**src/hw/miwc_pkg.sv**
```systemverilog
// shared constants and types for the interrupt and wakeup controller
package miwc_pkg;
  // register addresses
  localparam logic [7:0] ADDR_POWER     = 8'h87;
  localparam logic [7:0] ADDR_STBY      = 8'ha4;
  localparam logic [7:0] ADDR_WAKE      = 8'ha5;
  localparam logic [7:0] ADDR_EN_FIRST  = 8'ha8;
  localparam logic [7:0] ADDR_EN_SECOND = 8'hb8;
  // reset values and write masks
  localparam logic [7:0] RST_REG    = 8'h00;
  localparam logic [7:0] IEN_WMASK  = 8'hbf;
  localparam logic [7:0] POWER_WMASK = 8'hfc;
  localparam logic [7:0] STBY_CMD   = 8'h07;
  localparam logic [7:0] ZERO_BYTE  = 8'h00;
  // field positions
  localparam int POWER_BAUD  = 7;
  localparam int POWER_PMW   = 4;
  localparam int POWER_STOP  = 1;
  localparam int POWER_IDLE  = 0;
  localparam int STBY_LF     = 3;
  localparam int EN_GLOBAL   = 7;
  // wake field encodings
  localparam logic [1:0] WAKE_IF_EN  = 2'h0;
  localparam logic [1:0] WAKE_ALWAYS = 2'h2;
  localparam logic [1:0] WAKE_IGNORE = 2'h3;
  // sources and vector slots
  localparam int NUM_SRC  = 15;
  localparam int NUM_SLOT = 14;
  localparam int NUM_WAKE = 4;
  localparam int SLOT_W   = 4;
  localparam int VEC_W    = 16;
  localparam logic [2:0] VEC_LOW  = 3'h3;
  localparam logic [7:0] VEC_HIGH = 8'h00;
  localparam int SRC_PIN3 = 0, SRC_TMR0 = 1, SRC_CIPHER = 2, SRC_TMR1 = 3, SRC_SER_RX = 4;
  localparam int SRC_SER_TX = 5, SRC_TMR2 = 6, SRC_TMR2_EXT = 7, SRC_RADIO_SPI = 8;
  localparam int SRC_RADIO = 9, SRC_SPI_MST = 10, SRC_SPI_SLV = 11, SRC_USB_WAKE = 12;
  localparam int SRC_USB = 13, SRC_INT_WAKE = 14;
  typedef enum logic [1:0] {MIWC_LEVEL_HI, MIWC_EDGE_FALL, MIWC_EDGE_RISE, MIWC_EDGE_BOTH}
    miwc_sense_t;
  localparam miwc_sense_t SRC_SENSE [NUM_SRC] = '{
    MIWC_EDGE_FALL, MIWC_LEVEL_HI, MIWC_EDGE_FALL, MIWC_LEVEL_HI, MIWC_LEVEL_HI,
    MIWC_LEVEL_HI, MIWC_LEVEL_HI, MIWC_LEVEL_HI, MIWC_LEVEL_HI, MIWC_EDGE_BOTH,
    MIWC_EDGE_BOTH, MIWC_EDGE_BOTH, MIWC_EDGE_RISE, MIWC_EDGE_RISE, MIWC_EDGE_RISE};
  // slot n sits at vector address 8*n+3
  localparam logic [SLOT_W-1:0] SRC_SLOT [NUM_SRC] = '{
    4'h0, 4'h1, 4'h2, 4'h3, 4'h4, 4'h4, 4'h5, 4'h5, 4'h8, 4'h9, 4'ha, 4'ha, 4'hb, 4'hc, 4'hd};
  // enable bit index into {second, first} enable registers
  localparam logic [3:0] SRC_EN [NUM_SRC] = '{
    4'h0, 4'h1, 4'h2, 4'h3, 4'h4, 4'h4, 4'h5, 4'h5, 4'h8, 4'h9, 4'ha, 4'ha, 4'hb, 4'hc, 4'hd};
  // wake sources: radio, internal, usb irq, usb wake
  localparam int WAKE_SRC [NUM_WAKE] = '{SRC_RADIO, SRC_INT_WAKE, SRC_USB, SRC_USB_WAKE};
  localparam int WAKE_LO  [NUM_WAKE] = '{6, 4, 2, 0};
  localparam int WAKE_EN  [NUM_WAKE] = '{1, 5, 4, 3};
  typedef enum logic [1:0] {MIWC_RUN, MIWC_IDLE, MIWC_STOP, MIWC_STANDBY} miwc_power_t;
endpackage

```
**src/hw/miwc_src_if.sv**
```systemverilog
// source requests between the edge detector and the controller
`timescale 1ns/100ps
interface miwc_src_if;
  import miwc_pkg::*;
  logic [NUM_SRC-1:0] raw;
  logic [NUM_SRC-1:0] pending;
  logic [NUM_SRC-1:0] clr;
  modport det (input raw, input clr, output pending);
  modport ctl (output raw, output clr, input pending);
endinterface

```
**src/hw/miwc_src_det.sv**
```systemverilog
// per-source level pass or edge latch
`timescale 1ns/100ps
module miwc_src_det
  import miwc_pkg::*;
(
  // clock and reset
  input  wire logic clk,
  input  wire logic rst_b,
  // sources
  miwc_src_if.det   src
);
  genvar i;
  generate
    for (i = 0; i < NUM_SRC; i++) begin : g_src
      if (SRC_SENSE[i] == MIWC_LEVEL_HI) begin : g_lvl
        assign src.pending[i] = src.raw[i];
      end else begin : g_edge
        logic prev_q;
        logic latch_q;
        wire  edge_hit;
        if (SRC_SENSE[i] == MIWC_EDGE_FALL) begin : g_fall
          assign edge_hit = prev_q & ~src.raw[i];
        end else if (SRC_SENSE[i] == MIWC_EDGE_RISE) begin : g_rise
          assign edge_hit = ~prev_q & src.raw[i];
        end else begin : g_both
          assign edge_hit = prev_q ^ src.raw[i];
        end
        // low-active sources idle high; a new edge wins over a clear in the same cycle
        always_ff @(posedge clk or negedge rst_b) begin
          if (!rst_b) begin
            prev_q  <= (SRC_SENSE[i] == MIWC_EDGE_FALL);
            latch_q <= 1'b0;
          end else begin
            prev_q  <= src.raw[i];
            latch_q <= edge_hit | (latch_q & ~src.clr[i]);
          end
        end
        assign src.pending[i] = latch_q;
      end
    end
  endgenerate
endmodule

```
**src/hw/miwc_top.sv**
```systemverilog
// interrupt controller, wake configuration and power mode control
`timescale 1ns/100ps
// Overview of operation
// - radio wake field selects radio line wake
// - internal wake field selects internal event wake
// - usb irq field selects usb irq wake
// - usb wake field selects usb wake line
// - power bit 7 doubles serial baud
// - bits 6,5,3,2 are plain flags
// - bit 4 sets program memory write mode
// - writing bit 1 enters stop, reads zero
// - writing bit 0 enters idle, reads zero
// - fifteen sources combined into core requests
// - pin, timer 0, cipher vectors fixed
// - radio, usb wake, usb irq vectors fixed
// - higher priority request preempts running routine
// - serial receive and transmit share vector
// - timer 2 overflow and event share vector
// - spi master and slave share vector
// - global enable bit gates all requests
// - first enable bits 0..2 per source
// - first enable bits 3..5, bit 6 unused
// - second enable bits gate radio, usb, wake
// - standby command with any of bits 2..0 set enters standby
module miwc_top
  import miwc_pkg::*;
(
  // clock and reset
  input  wire logic              clk,
  input  wire logic              rst_b,
  // special function register port
  input  wire logic [7:0]        sfr_addr,
  input  wire logic [7:0]        sfr_wdata,
  input  wire logic              sfr_wr,
  input  wire logic              sfr_rd,
  output logic      [7:0]        sfr_rdata,
  // interrupt sources
  input  wire logic [NUM_SRC-1:0] src_raw,
  input  wire logic              lf_clk_level,
  // core handshake
  output logic                   irq_req,
  output logic      [VEC_W-1:0]  irq_vector,
  input  wire logic              irq_ack,
  input  wire logic              irq_reti,
  // mode outputs
  output logic                   baud_double,
  output logic                   prog_write_mode,
  output logic                   idle_mode,
  output logic                   stop_mode,
  output logic                   standby_mode
);
  miwc_src_if src ();
  miwc_src_det u_det (
    .clk   (clk),
    .rst_b (rst_b),
    .src   (src.det)
  );

  logic [7:0]           power_mode_control;
  logic [7:0]           wake_source_config;
  logic [7:0]           irq_enable_first;
  logic [7:0]           irq_enable_second;
  logic [NUM_SLOT-1:0]  in_service;
  logic [SLOT_W-1:0]    req_slot;
  miwc_power_t          power_state;
  miwc_power_t          next_power_state;

  // lowest set slot wins
  function automatic logic [SLOT_W:0] first_set(input logic [NUM_SLOT-1:0] v);
    logic [SLOT_W:0] r;
    r = '0;
    for (int k = NUM_SLOT - 1; k >= 0; k--) begin
      if (v[k]) begin
        r = {1'b1, SLOT_W'(k)};
      end
    end
    return r;
  endfunction

  // register decode
  wire wr_power     = sfr_wr && (sfr_addr == ADDR_POWER);
  wire wr_stby      = sfr_wr && (sfr_addr == ADDR_STBY);
  wire wr_wake      = sfr_wr && (sfr_addr == ADDR_WAKE);
  wire wr_en_first  = sfr_wr && (sfr_addr == ADDR_EN_FIRST);
  wire wr_en_second = sfr_wr && (sfr_addr == ADDR_EN_SECOND);

  wire [7:0] next_rdata =
    (sfr_addr == ADDR_POWER) ? power_mode_control :
    (sfr_addr == ADDR_STBY) ? (ZERO_BYTE | (8'h01 << STBY_LF) & {8{lf_clk_level}}) :
    (sfr_addr == ADDR_WAKE) ? wake_source_config :
    (sfr_addr == ADDR_EN_FIRST) ? irq_enable_first :
    (sfr_addr == ADDR_EN_SECOND) ? irq_enable_second : ZERO_BYTE;

  wire enter_stop    = wr_power && sfr_wdata[POWER_STOP];
  wire enter_idle    = wr_power && sfr_wdata[POWER_IDLE];
  wire enter_standby = wr_stby && ((sfr_wdata & STBY_CMD) != ZERO_BYTE);

  always_ff @(posedge clk or negedge rst_b) begin
    if (!rst_b) begin
      power_mode_control <= RST_REG;
      wake_source_config <= RST_REG;
      irq_enable_first   <= RST_REG;
      irq_enable_second  <= RST_REG;
      sfr_rdata          <= RST_REG;
    end else begin
      // stop and idle bits never hold a value
      if (wr_power)     power_mode_control <= sfr_wdata & POWER_WMASK;
      if (wr_wake)      wake_source_config <= sfr_wdata;
      if (wr_en_first)  irq_enable_first   <= sfr_wdata & IEN_WMASK;
      if (wr_en_second) irq_enable_second  <= sfr_wdata & IEN_WMASK;
      if (sfr_rd)  sfr_rdata          <= next_rdata;
    end
  end

  // request combining
  wire [15:0] en_bits = {irq_enable_second, irq_enable_first};
  wire        global_en = irq_enable_first[EN_GLOBAL];
  logic [NUM_SLOT-1:0] slot_req;
  logic [NUM_SRC-1:0]  src_clr;

  always_comb begin
    slot_req = '0;
    src_clr  = '0;
    for (int s = 0; s < NUM_SRC; s++) begin
      // shared vectors simply OR their sources
      if (src.pending[s] && en_bits[SRC_EN[s]] && global_en) begin
        slot_req[SRC_SLOT[s]] = 1'b1;
      end
      if (irq_ack && (SRC_SLOT[s] == req_slot)) begin
        src_clr[s] = 1'b1;
      end
    end
  end

  assign src.raw = src_raw;
  assign src.clr = src_clr;

  wire [SLOT_W:0] cand = first_set(slot_req);
  wire [SLOT_W:0] busy = first_set(in_service);
  // a request issues only above every routine in service
  wire take = cand[SLOT_W] && (!busy[SLOT_W] || (cand[SLOT_W-1:0] < busy[SLOT_W-1:0]));
  wire [VEC_W-1:0] next_vector = {VEC_HIGH, 1'b0, cand[SLOT_W-1:0], VEC_LOW};

  always_ff @(posedge clk or negedge rst_b) begin
    if (!rst_b) begin
      irq_req    <= 1'b0;
      irq_vector <= '0;
      req_slot   <= '0;
      in_service <= '0;
    end else begin
      irq_req <= take && !irq_ack;
      if (take && !irq_ack) begin
        irq_vector <= next_vector;
        req_slot   <= cand[SLOT_W-1:0];
      end
      for (int n = 0; n < NUM_SLOT; n++) begin
        if (irq_ack && (req_slot == SLOT_W'(n))) begin
          in_service[n] <= 1'b1;
        end else if (irq_reti && busy[SLOT_W] && (busy[SLOT_W-1:0] == SLOT_W'(n))) begin
          in_service[n] <= 1'b0;
        end
      end
    end
  end

  // wake permission per source
  logic [NUM_WAKE-1:0] wake_hit;
  genvar w;
  generate
    for (w = 0; w < NUM_WAKE; w++) begin : g_wake
      wire [1:0] fld = wake_source_config[WAKE_LO[w] +: 2];
      wire allowed = ((fld == WAKE_IF_EN) && irq_enable_second[WAKE_EN[w]]) ||
                     (fld == WAKE_ALWAYS);
      assign wake_hit[w] = allowed && src.pending[WAKE_SRC[w]];
    end
  endgenerate
  wire wake_any = |wake_hit;

  always_comb begin
    next_power_state = power_state;
    unique case (power_state)
      MIWC_RUN: begin
        if (enter_standby)   next_power_state = MIWC_STANDBY;
        else if (enter_stop) next_power_state = MIWC_STOP;
        else if (enter_idle) next_power_state = MIWC_IDLE;
      end
      MIWC_IDLE, MIWC_STOP, MIWC_STANDBY: begin
        if (wake_any) next_power_state = MIWC_RUN;
      end
    endcase
  end

  always_ff @(posedge clk or negedge rst_b) begin
    if (!rst_b) begin
      power_state     <= MIWC_RUN;
      idle_mode       <= 1'b0;
      stop_mode       <= 1'b0;
      standby_mode    <= 1'b0;
      baud_double     <= 1'b0;
      prog_write_mode <= 1'b0;
    end else begin
      power_state     <= next_power_state;
      idle_mode       <= (next_power_state == MIWC_IDLE);
      stop_mode       <= (next_power_state == MIWC_STOP);
      standby_mode    <= (next_power_state == MIWC_STANDBY);
      baud_double     <= wr_power ? sfr_wdata[POWER_BAUD] : power_mode_control[POWER_BAUD];
      prog_write_mode <= wr_power ? sfr_wdata[POWER_PMW] : power_mode_control[POWER_PMW];
    end
  end
endmodule

```
**config.mk**
```make
export PLATFORM = sky130hd
export DESIGN_NAME = miwc_top
export DESIGN_NICKNAME = d
export VERILOG_FILES = /design/src/hw/miwc_pkg.sv /design/src/hw/miwc_src_if.sv /design/src/hw/miwc_src_det.sv /design/src/hw/miwc_top.sv
export SDC_FILE = /design/constraint.sdc
export NUM_CORES = 1
export LEC_CHECK = 0
export BUFFER_PORTS_ARGS = -buffer_cell sky130_fd_sc_hd__buf_4
export CAP_MARGIN = 0
export CELL_PAD_IN_SITES_DETAIL_PLACEMENT = 0
export CELL_PAD_IN_SITES_GLOBAL_PLACEMENT = 1
export CORE_AREA = 3 3 73 127
export DETAILED_ROUTE_END_ITERATION = 8
export DIE_AREA = 0 0 76 130
export PLACE_DENSITY = 0.86
export SLEW_MARGIN = 20
export SYNTH_ARGS = -nofsm -noshare
export SYNTH_HDL_FRONTEND = slang
export SYNTH_SLANG_ARGS = --single-unit
```
**constraint.sdc**
```tcl
create_clock -name clk -period 4.5 [get_ports clk]
set_input_delay 0.45 -clock clk [delete_from_list [all_inputs] [get_ports clk]]
set_output_delay 0.45 -clock clk [all_outputs]
set_load 0.1 [all_outputs]
```
# Word level (Yosys, flattened, before mapping)
# Index checks and enable logic that the tools add are counted.
[word_totals]
reg_bits = 84
inputBits = 38
out_inout_bits = 30
word_cells = 330
[op_classes]
magnitude_cmp = 1
eq_ne = 47
n_mux = 88
n_bitwise = 36
n_reduce_logical = 114
[ops]
columns = ["op", "n"]
rows = [
  ["$mux W5", 26],
  ["$logic_and A1 B1 Y1", 83],
  ["$mux W1", 52],
  ["$eq A4 B4 Y1 const B", 12],
  ["$eq A8 B8 Y1 const B", 5],
  ["$mux W8", 5],
  ["$eq A4 B3 Y1 const B", 8],
  ["$reduce_bool A2 Y1", 14],
  ["$eq A4 B4 Y1 const A", 5],
  ["$eq A2 B2 Y1 const B", 8],
  ["$eq A4 B2 Y1 const B", 4],
  ["$and A1 B1 Y1", 13],
  ["$not A1 Y1", 12],
  ["$logic_not A2 Y1", 5],
  ["$eq A4 B1 Y1 const B", 2],
  ["$logic_not A4 Y1", 2],
  ["$mux W2", 4],
  ["$or A1 B1 Y1", 8],
  ["$reduce_bool A8 Y1", 1],
  ["$logic_or A1 B1 Y1", 5],
  ["$eq A2 B1 Y1 const B", 2],
  ["$eq A2 B4 Y1 const A", 1],
  ["$lt A4 B4 Y1", 1],
  ["$pmux W2 S2", 1],
  ["4 further kinds", 7],
]

# Longest topological paths before layout
[logic_depth]
depth_word = 19
depth_mapped = 11
mapped_depth_nobuf = 11

# By module
# Synthesis repeated with hierarchy kept, for this count alone.
[unflattened]
cells_unflattened = 379
area_unflattened_um2 = 4018.9
[modules_own_cells]
columns = ["module", "instances", "cells_per_inst", "area_each_um2", "seq_area_each_um2"]
rows = [
  ["miwc_top", 1, 324, 3382.0, 1576.5],
  ["miwc_src_det", 1, 55, 636.9, 402.9],
]

# Worst setup path before layout
# OpenSTA, ideal clock, no wires.
[synth_timing]
path_kind = "reg-to-reg"
start = "register in_service[8]"
end = "register req_slot[2]"
setup_time_ps = 126
arrival_time_ps = 2610
t_required_ps = 4374
setup_slack_ps = 1764
stages_incl_launch_ff = 10
n_path_buf = 0
synth_period_minus_slack_ps = 2736
cell_sequence = "dfrtp_1 > or4_4 > o21ai_0 > nand2_1 > ha_1 > a21o_1 > a21o_2 > a221oi_4 > o211ai_4 > mux2_4"
[synth_via]
elab_chain_cells = 13
elab_cells_between_ends = 14
classes_between = "order compare (1); mux (9); reduce/logical (4)"
[synth_lines]
columns = ["item", "line_no", "source"]
rows = [
  ["start, declared", "miwc_top.sv:63", "logic [NUM_SLOT-1:0] in_service;"],
  ["start signal, assigned", "miwc_top.sv:149", "in_service <= '0;"],
  ["start signal, assigned by index", "miwc_top.sv:158", "in_service[n] <= 1'b1;"],
  ["start signal, assigned by index", "miwc_top.sv:160", "in_service[n] <= 1'b0;"],
  ["$mux W5 (*) (9 in series)", "miwc_top.sv:73", "if (v[k]) begin"],
  ["$lt A4 B4 Y1 or $logic_not A1 Y1 (tied branches)", "miwc_top.sv:141", "wire take = cand[SLOT_W] && (!busy[SLOT_W] || (cand[SLOT_W-1:0] < busy[SLOT_W-1:0]));"],
  ["$logic_or A1 B1 Y1 (*)", "miwc_top.sv:141", ""],
  ["$logic_and A1 B1 Y1 (*)", "miwc_top.sv:141", ""],
  ["$logic_and A1 B1 Y1 (*)", "miwc_top.sv:152", "if (take && !irq_ack) begin"],
  ["end signal, assigned", "miwc_top.sv:154", "req_slot <= cand[SLOT_W-1:0];"],
  ["end, declared", "miwc_top.sv:64", "logic [SLOT_W-1:0] req_slot;"],
]
# Every way passes the cells marked *; elsewhere a longest branch is shown, timed or not.
# A chain may end at the register's enable or synchronous reset.

# Final worst setup path
[layout_timing]
start = "register u_det.g_src[10].g_edge.latch_q"
end = "register req_slot[3]"
[layout_via]
elab_chain_cells = 17
[layout_lines]
columns = ["item", "line_no", "source"]
rows = [
  ["start, declared", "miwc_src_det.sv:19", "logic latch_q;"],
  ["start signal, assigned", "miwc_src_det.sv:35", "latch_q <= edge_hit | (latch_q & ~src.clr[i]);"],
  ["$logic_and A1 B1 Y1 (2 in series)", "miwc_top.sv:126", "if (src.pending[s] && en_bits[SRC_EN[s]] && global_en) begin"],
  ["$mux W1 (2 in series)", "miwc_top.sv:126", ""],
  ["$mux W5 (9 in series)", "miwc_top.sv:73", ""],
  ["named net cand[2]", "miwc_top.sv:138", "wire [SLOT_W:0] cand = first_set(slot_req);"],
  ["$lt A4 B4 Y1", "miwc_top.sv:141", ""],
  ["$logic_or A1 B1 Y1", "miwc_top.sv:141", ""],
  ["$logic_and A1 B1 Y1", "miwc_top.sv:141", ""],
  ["$logic_and A1 B1 Y1", "miwc_top.sv:152", ""],
]
# The timed path passes the listed nets, and every way through them passes these cells.

==> results by group <==
Run status
  • Status: finished, final reports clean

STA
  • Final hold violation count: 0
  • Setup TNS: 0 ns
  • Fin crit period: 2.92 ns
  • Final period util: 64.8%
  • Final worst clock skew: 0.00795 ns
  • Final setup vio count: 0
  • RSZ-0062 raised after global routing: false
  • Fmax: 343 MHz
  • Final Max Slew Viols: 0
  • Worst rel slew slack: 36.2%
  • Least-Margin Pin Slew: 0.957 ns

Floorplan
  • I/O Pins: 68
  • Core Box Area: 8310 sq um
  • Die area: 9880 sq um
  • Rows: 44
  • Die height: 130 microns
  • Die width: 76 microns
  • Initial Util: 46.8%

Detailed routing
  • Drt initial violations: 118
  • Residual DRC: 0
  • Post-DR wirelength/cell: 16.8 microns
  • WL final: 9020 microns
  • Vias/cell: 5.40
  • Drt pass-1 iters: 4
  • Post-route ant nets: 0
  • Total number of vias: 2899

Worst setup path
  • Crit-path slowest cell: dfrtp_1
  • FF-to-FF setup slack: 1.58 ns
  • Worst reg2reg startpoint: u_det.g_src[10].g_edge.latch_q$_DFF_PN0_
  • Reg2reg end: req_slot[3]$_DFFE_PN0P_
  • Worst R2R Path Depth: 11
  • Critical path type: reg2reg
  • Max incr delay on CP: 0.37 ns
  • CP most frequent cell: o21ai_0
  • CP Capture Type: register
  • CP max FO: 5
  • CP arrival: 3.13 ns
  • Required @ worst endpoint: 4.71 ns
  • Worst setup startpoint: u_det.g_src[10].g_edge.latch_q$_DFF_PN0_
  • CP Cell Sequence: o21ai_0, nand2_1, o21ai_0, nand3_1, a31oi_1, ha_1, a21o_1, a21o_2, a221oi_4, o211ai_4, mux2_4
  • CP Launch Type: register

Clock network
  • Clock-pin slew of the registers on the worst-case setup and hold paths: 0.06 ns
  • CTS H-Tree Depth: 3
  • CTS tree: done
  • Clock buffer depth: 2
  • CTS Hold Bufs: 0
  • Post CTS Setup Buffer Count: 0
  • Clk_lat worst skew: 0.33 ns
  • Total CTS buffers: 9
  • CTS root buffer: clkbuf_16
  • Post-cts resize count: 0
  • Clock sinks: 79

Synthesis
  • EDFF count, synth: 0
  • #FFs+latches synth: 79
  • Async S/R FF share, synth: 100%
  • Synthesized area per cell: 10.8 sq um
  • Ranking of synthesized cells by area: dfrtp_1 50%, mux2_2 9.8%, nand2_1 5.2%, o21ai_0 2.8%, buf_4 2.5%
  • Synthesized area: 3890 sq um
  • Yosys top cell area share: 49.5%
  • Cells after synthesis: 359
  • Warnings from Yosys: 0
  • Seq/Total Area, Yosys: 50.9%
  • Main synth FF type: dfrtp_1
  • Cell taking the most area after synthesis: dfrtp_1
  • Netlist cell types: 60

Global route
  • First-pass GRT wire length: 14400 microns
  • Initial antenna violation count: 0
  • Pin count of the biggest net entering global routing: 80
  • Total grt overflow: 0
  • Gr usage total: 18.9%
  • Vias in the first global route: 2973

Final layout
  • Layout Nets: 458
  • Commonest non-fill, non-tap cell in the layout: dfrtp_1
  • Area grow syn2layout: 20.6%
  • Share of post-route cells with drive strength above 1: 31.0%
  • Area of the multi-input gates: 1780 sq um
  • FF+latch area: 1980 sq um
  • Fill count: 742
  • Ant diodes: 0
  • Commonest non-fill, non-tap cells in the layout: 77 x dfrtp_1, 57 x buf_4, 54 x nand2_1

Hold path
  • Hold path endpoint: u_det.g_src[13].g_edge.prev_q$_DFF_PN0_
  • Hold Crit Depth: 1
  • Hold wc startpoint: src_raw[13]
  • HP Class: in2reg

Pwr
  • Pleak: 2.26 nW
  • Max VDD drop: 261 uV
  • Overall Power: 0.00181 W
  • Power Dens Cells: 387 nW/um^2

Placement
  • Routability-driven placement congestion ratio: 0.830
  • Number of port buffers: 57
  • Dpl hpwl: 7010 microns

Run
  • Max-Cap Viols: 0
layout make-up:
| cell class | instances | share of cell area, % |
|---|---|---|
| Clock buffer | 11 | 4.96 |
| Clock inverter | 5 | 1.76 |
| Inverter | 11 | 0.881 |
| Multi-Input combinational cell | 259 | 38.0 |
| Sequential cell | 79 | 42.2 |
| Tap cell | 115 | 3.07 |
| Timing Repair Buffer | 57 | 9.13 |
power by group:
part | internal, W | total [W] | switching, W | leakage (nW)
logic | 0.0000818 | 0.000282 | 0.000200 | 1.08
registers | 0.000741 | 0.000771 | 0.0000306 | 1.02
clock network | 0.000487 | 0.000759 | 0.000272 | 0.154
total | 0.00131 | 0.00181 | 0.000503 | 2.26
worst max-delay path by stage:
stage,slack [ns],depth (start not counted),end
floorplan,1.76,9,req_slot[2]$_DFFE_PN0P_
global placement,1.66,9,req_slot[1]$_DFFE_PN0P_
detailed placement,1.57,11,req_slot[3]$_DFFE_PN0P_
CTS,1.55,11,req_slot[3]$_DFFE_PN0P_
global route,1.34,11,req_slot[3]$_DFFE_PN0P_
finish,1.58,11,req_slot[3]$_DFFE_PN0P_
metal layers:
layer / vias up / wire [microns] / GRT usage, % / share of wire (%)
met5: - / 0 / 0 / 0
li1: 1387 / - / - / -
met2: 75 / 4920 / 35.0 / 54
met1: 1410 / 3350 / 18.8 / 37
met3: 27 / 388 / 4.97 / 4.3
met4: 0 / 365 / 11.6 / 4.0
critical path: cells and delay by family (launching register included):
family	cells	cell delay, ns
adders and majority gates	1	0.29
AOI/OAI and AO/OA	7	1.60
DFF	1	0.37
and+or+nand+nor	2	0.23
muxes	1	0.32
cells by family after synthesis:
kind of cell	share of synthesized area, %
AND/OR/NAND/NOR	18.3
flip-flops	50.9
AO/OA/AOI/OAI	13.9
multiplexers	11.0
buffers and inverters	4.18
adder cells (fa/ha/maj)	0.965
XOR/XNOR	0.676
other	0.0964
cells in the mapped netlist, types with 2 or more instances:
library cell / number
a21o_2: 2
a21oi_1: 10
a222oi_1: 4
a22o_1: 2
a22oi_1: 4
a31oi_1: 6
a32o_1: 2
and2_1: 2
buf_4: 13
clkbuf_1: 4
dfrtp_1: 77
dfstp_2: 2
ha_1: 3
inv_1: 11
mux2_2: 34
mux2_4: 3
nand2_1: 54
nand2b_1: 6
nand3_1: 7
nand4_1: 4
nor2_1: 22
nor2b_1: 5
nor3b_1: 6
nor3b_2: 2
nor4_1: 2
o21ai_0: 22
o31ai_1: 11
or2_2: 3
or2b_2: 2
or4_1: 2
xnor2_1: 3
flip-flops by register name, summed over array words and instances, names as in the netlist, 2 cells and up:
| name | flops |
|---|---|
| u_det.g_src.g_edge.prev_q | 8 |
| power_state | 2 |
| u_det.g_src.g_edge.latch_q | 8 |
| power_mode_control | 6 |
| req_slot | 4 |
| irq_enable_second | 7 |
| sfr_rdata | 8 |
| in_service | 14 |
| irq_enable_first | 7 |
| wake_source_config | 8 |
through the flow:
step / instances / utilization (%) / area [sq um] / worst slack (ns) / hold WS (ns)
floorplan: 368 / - / 3920 / 1.76 / 0.154
global placement: 521 / 52.6 / 4370 / 1.66 / 0.404
detailed placement: 521 / 52.6 / 4370 / 1.57 / 0.407
CTS: 537 / 56.4 / 4690 / 1.55 / 0.215
global route: 537 / 56.4 / 4690 / 1.34 / 0.216
finish: 537 / 56.4 / 4690 / 1.58 / 0.229
Note: power is estimated with default switching activity, not from simulation.
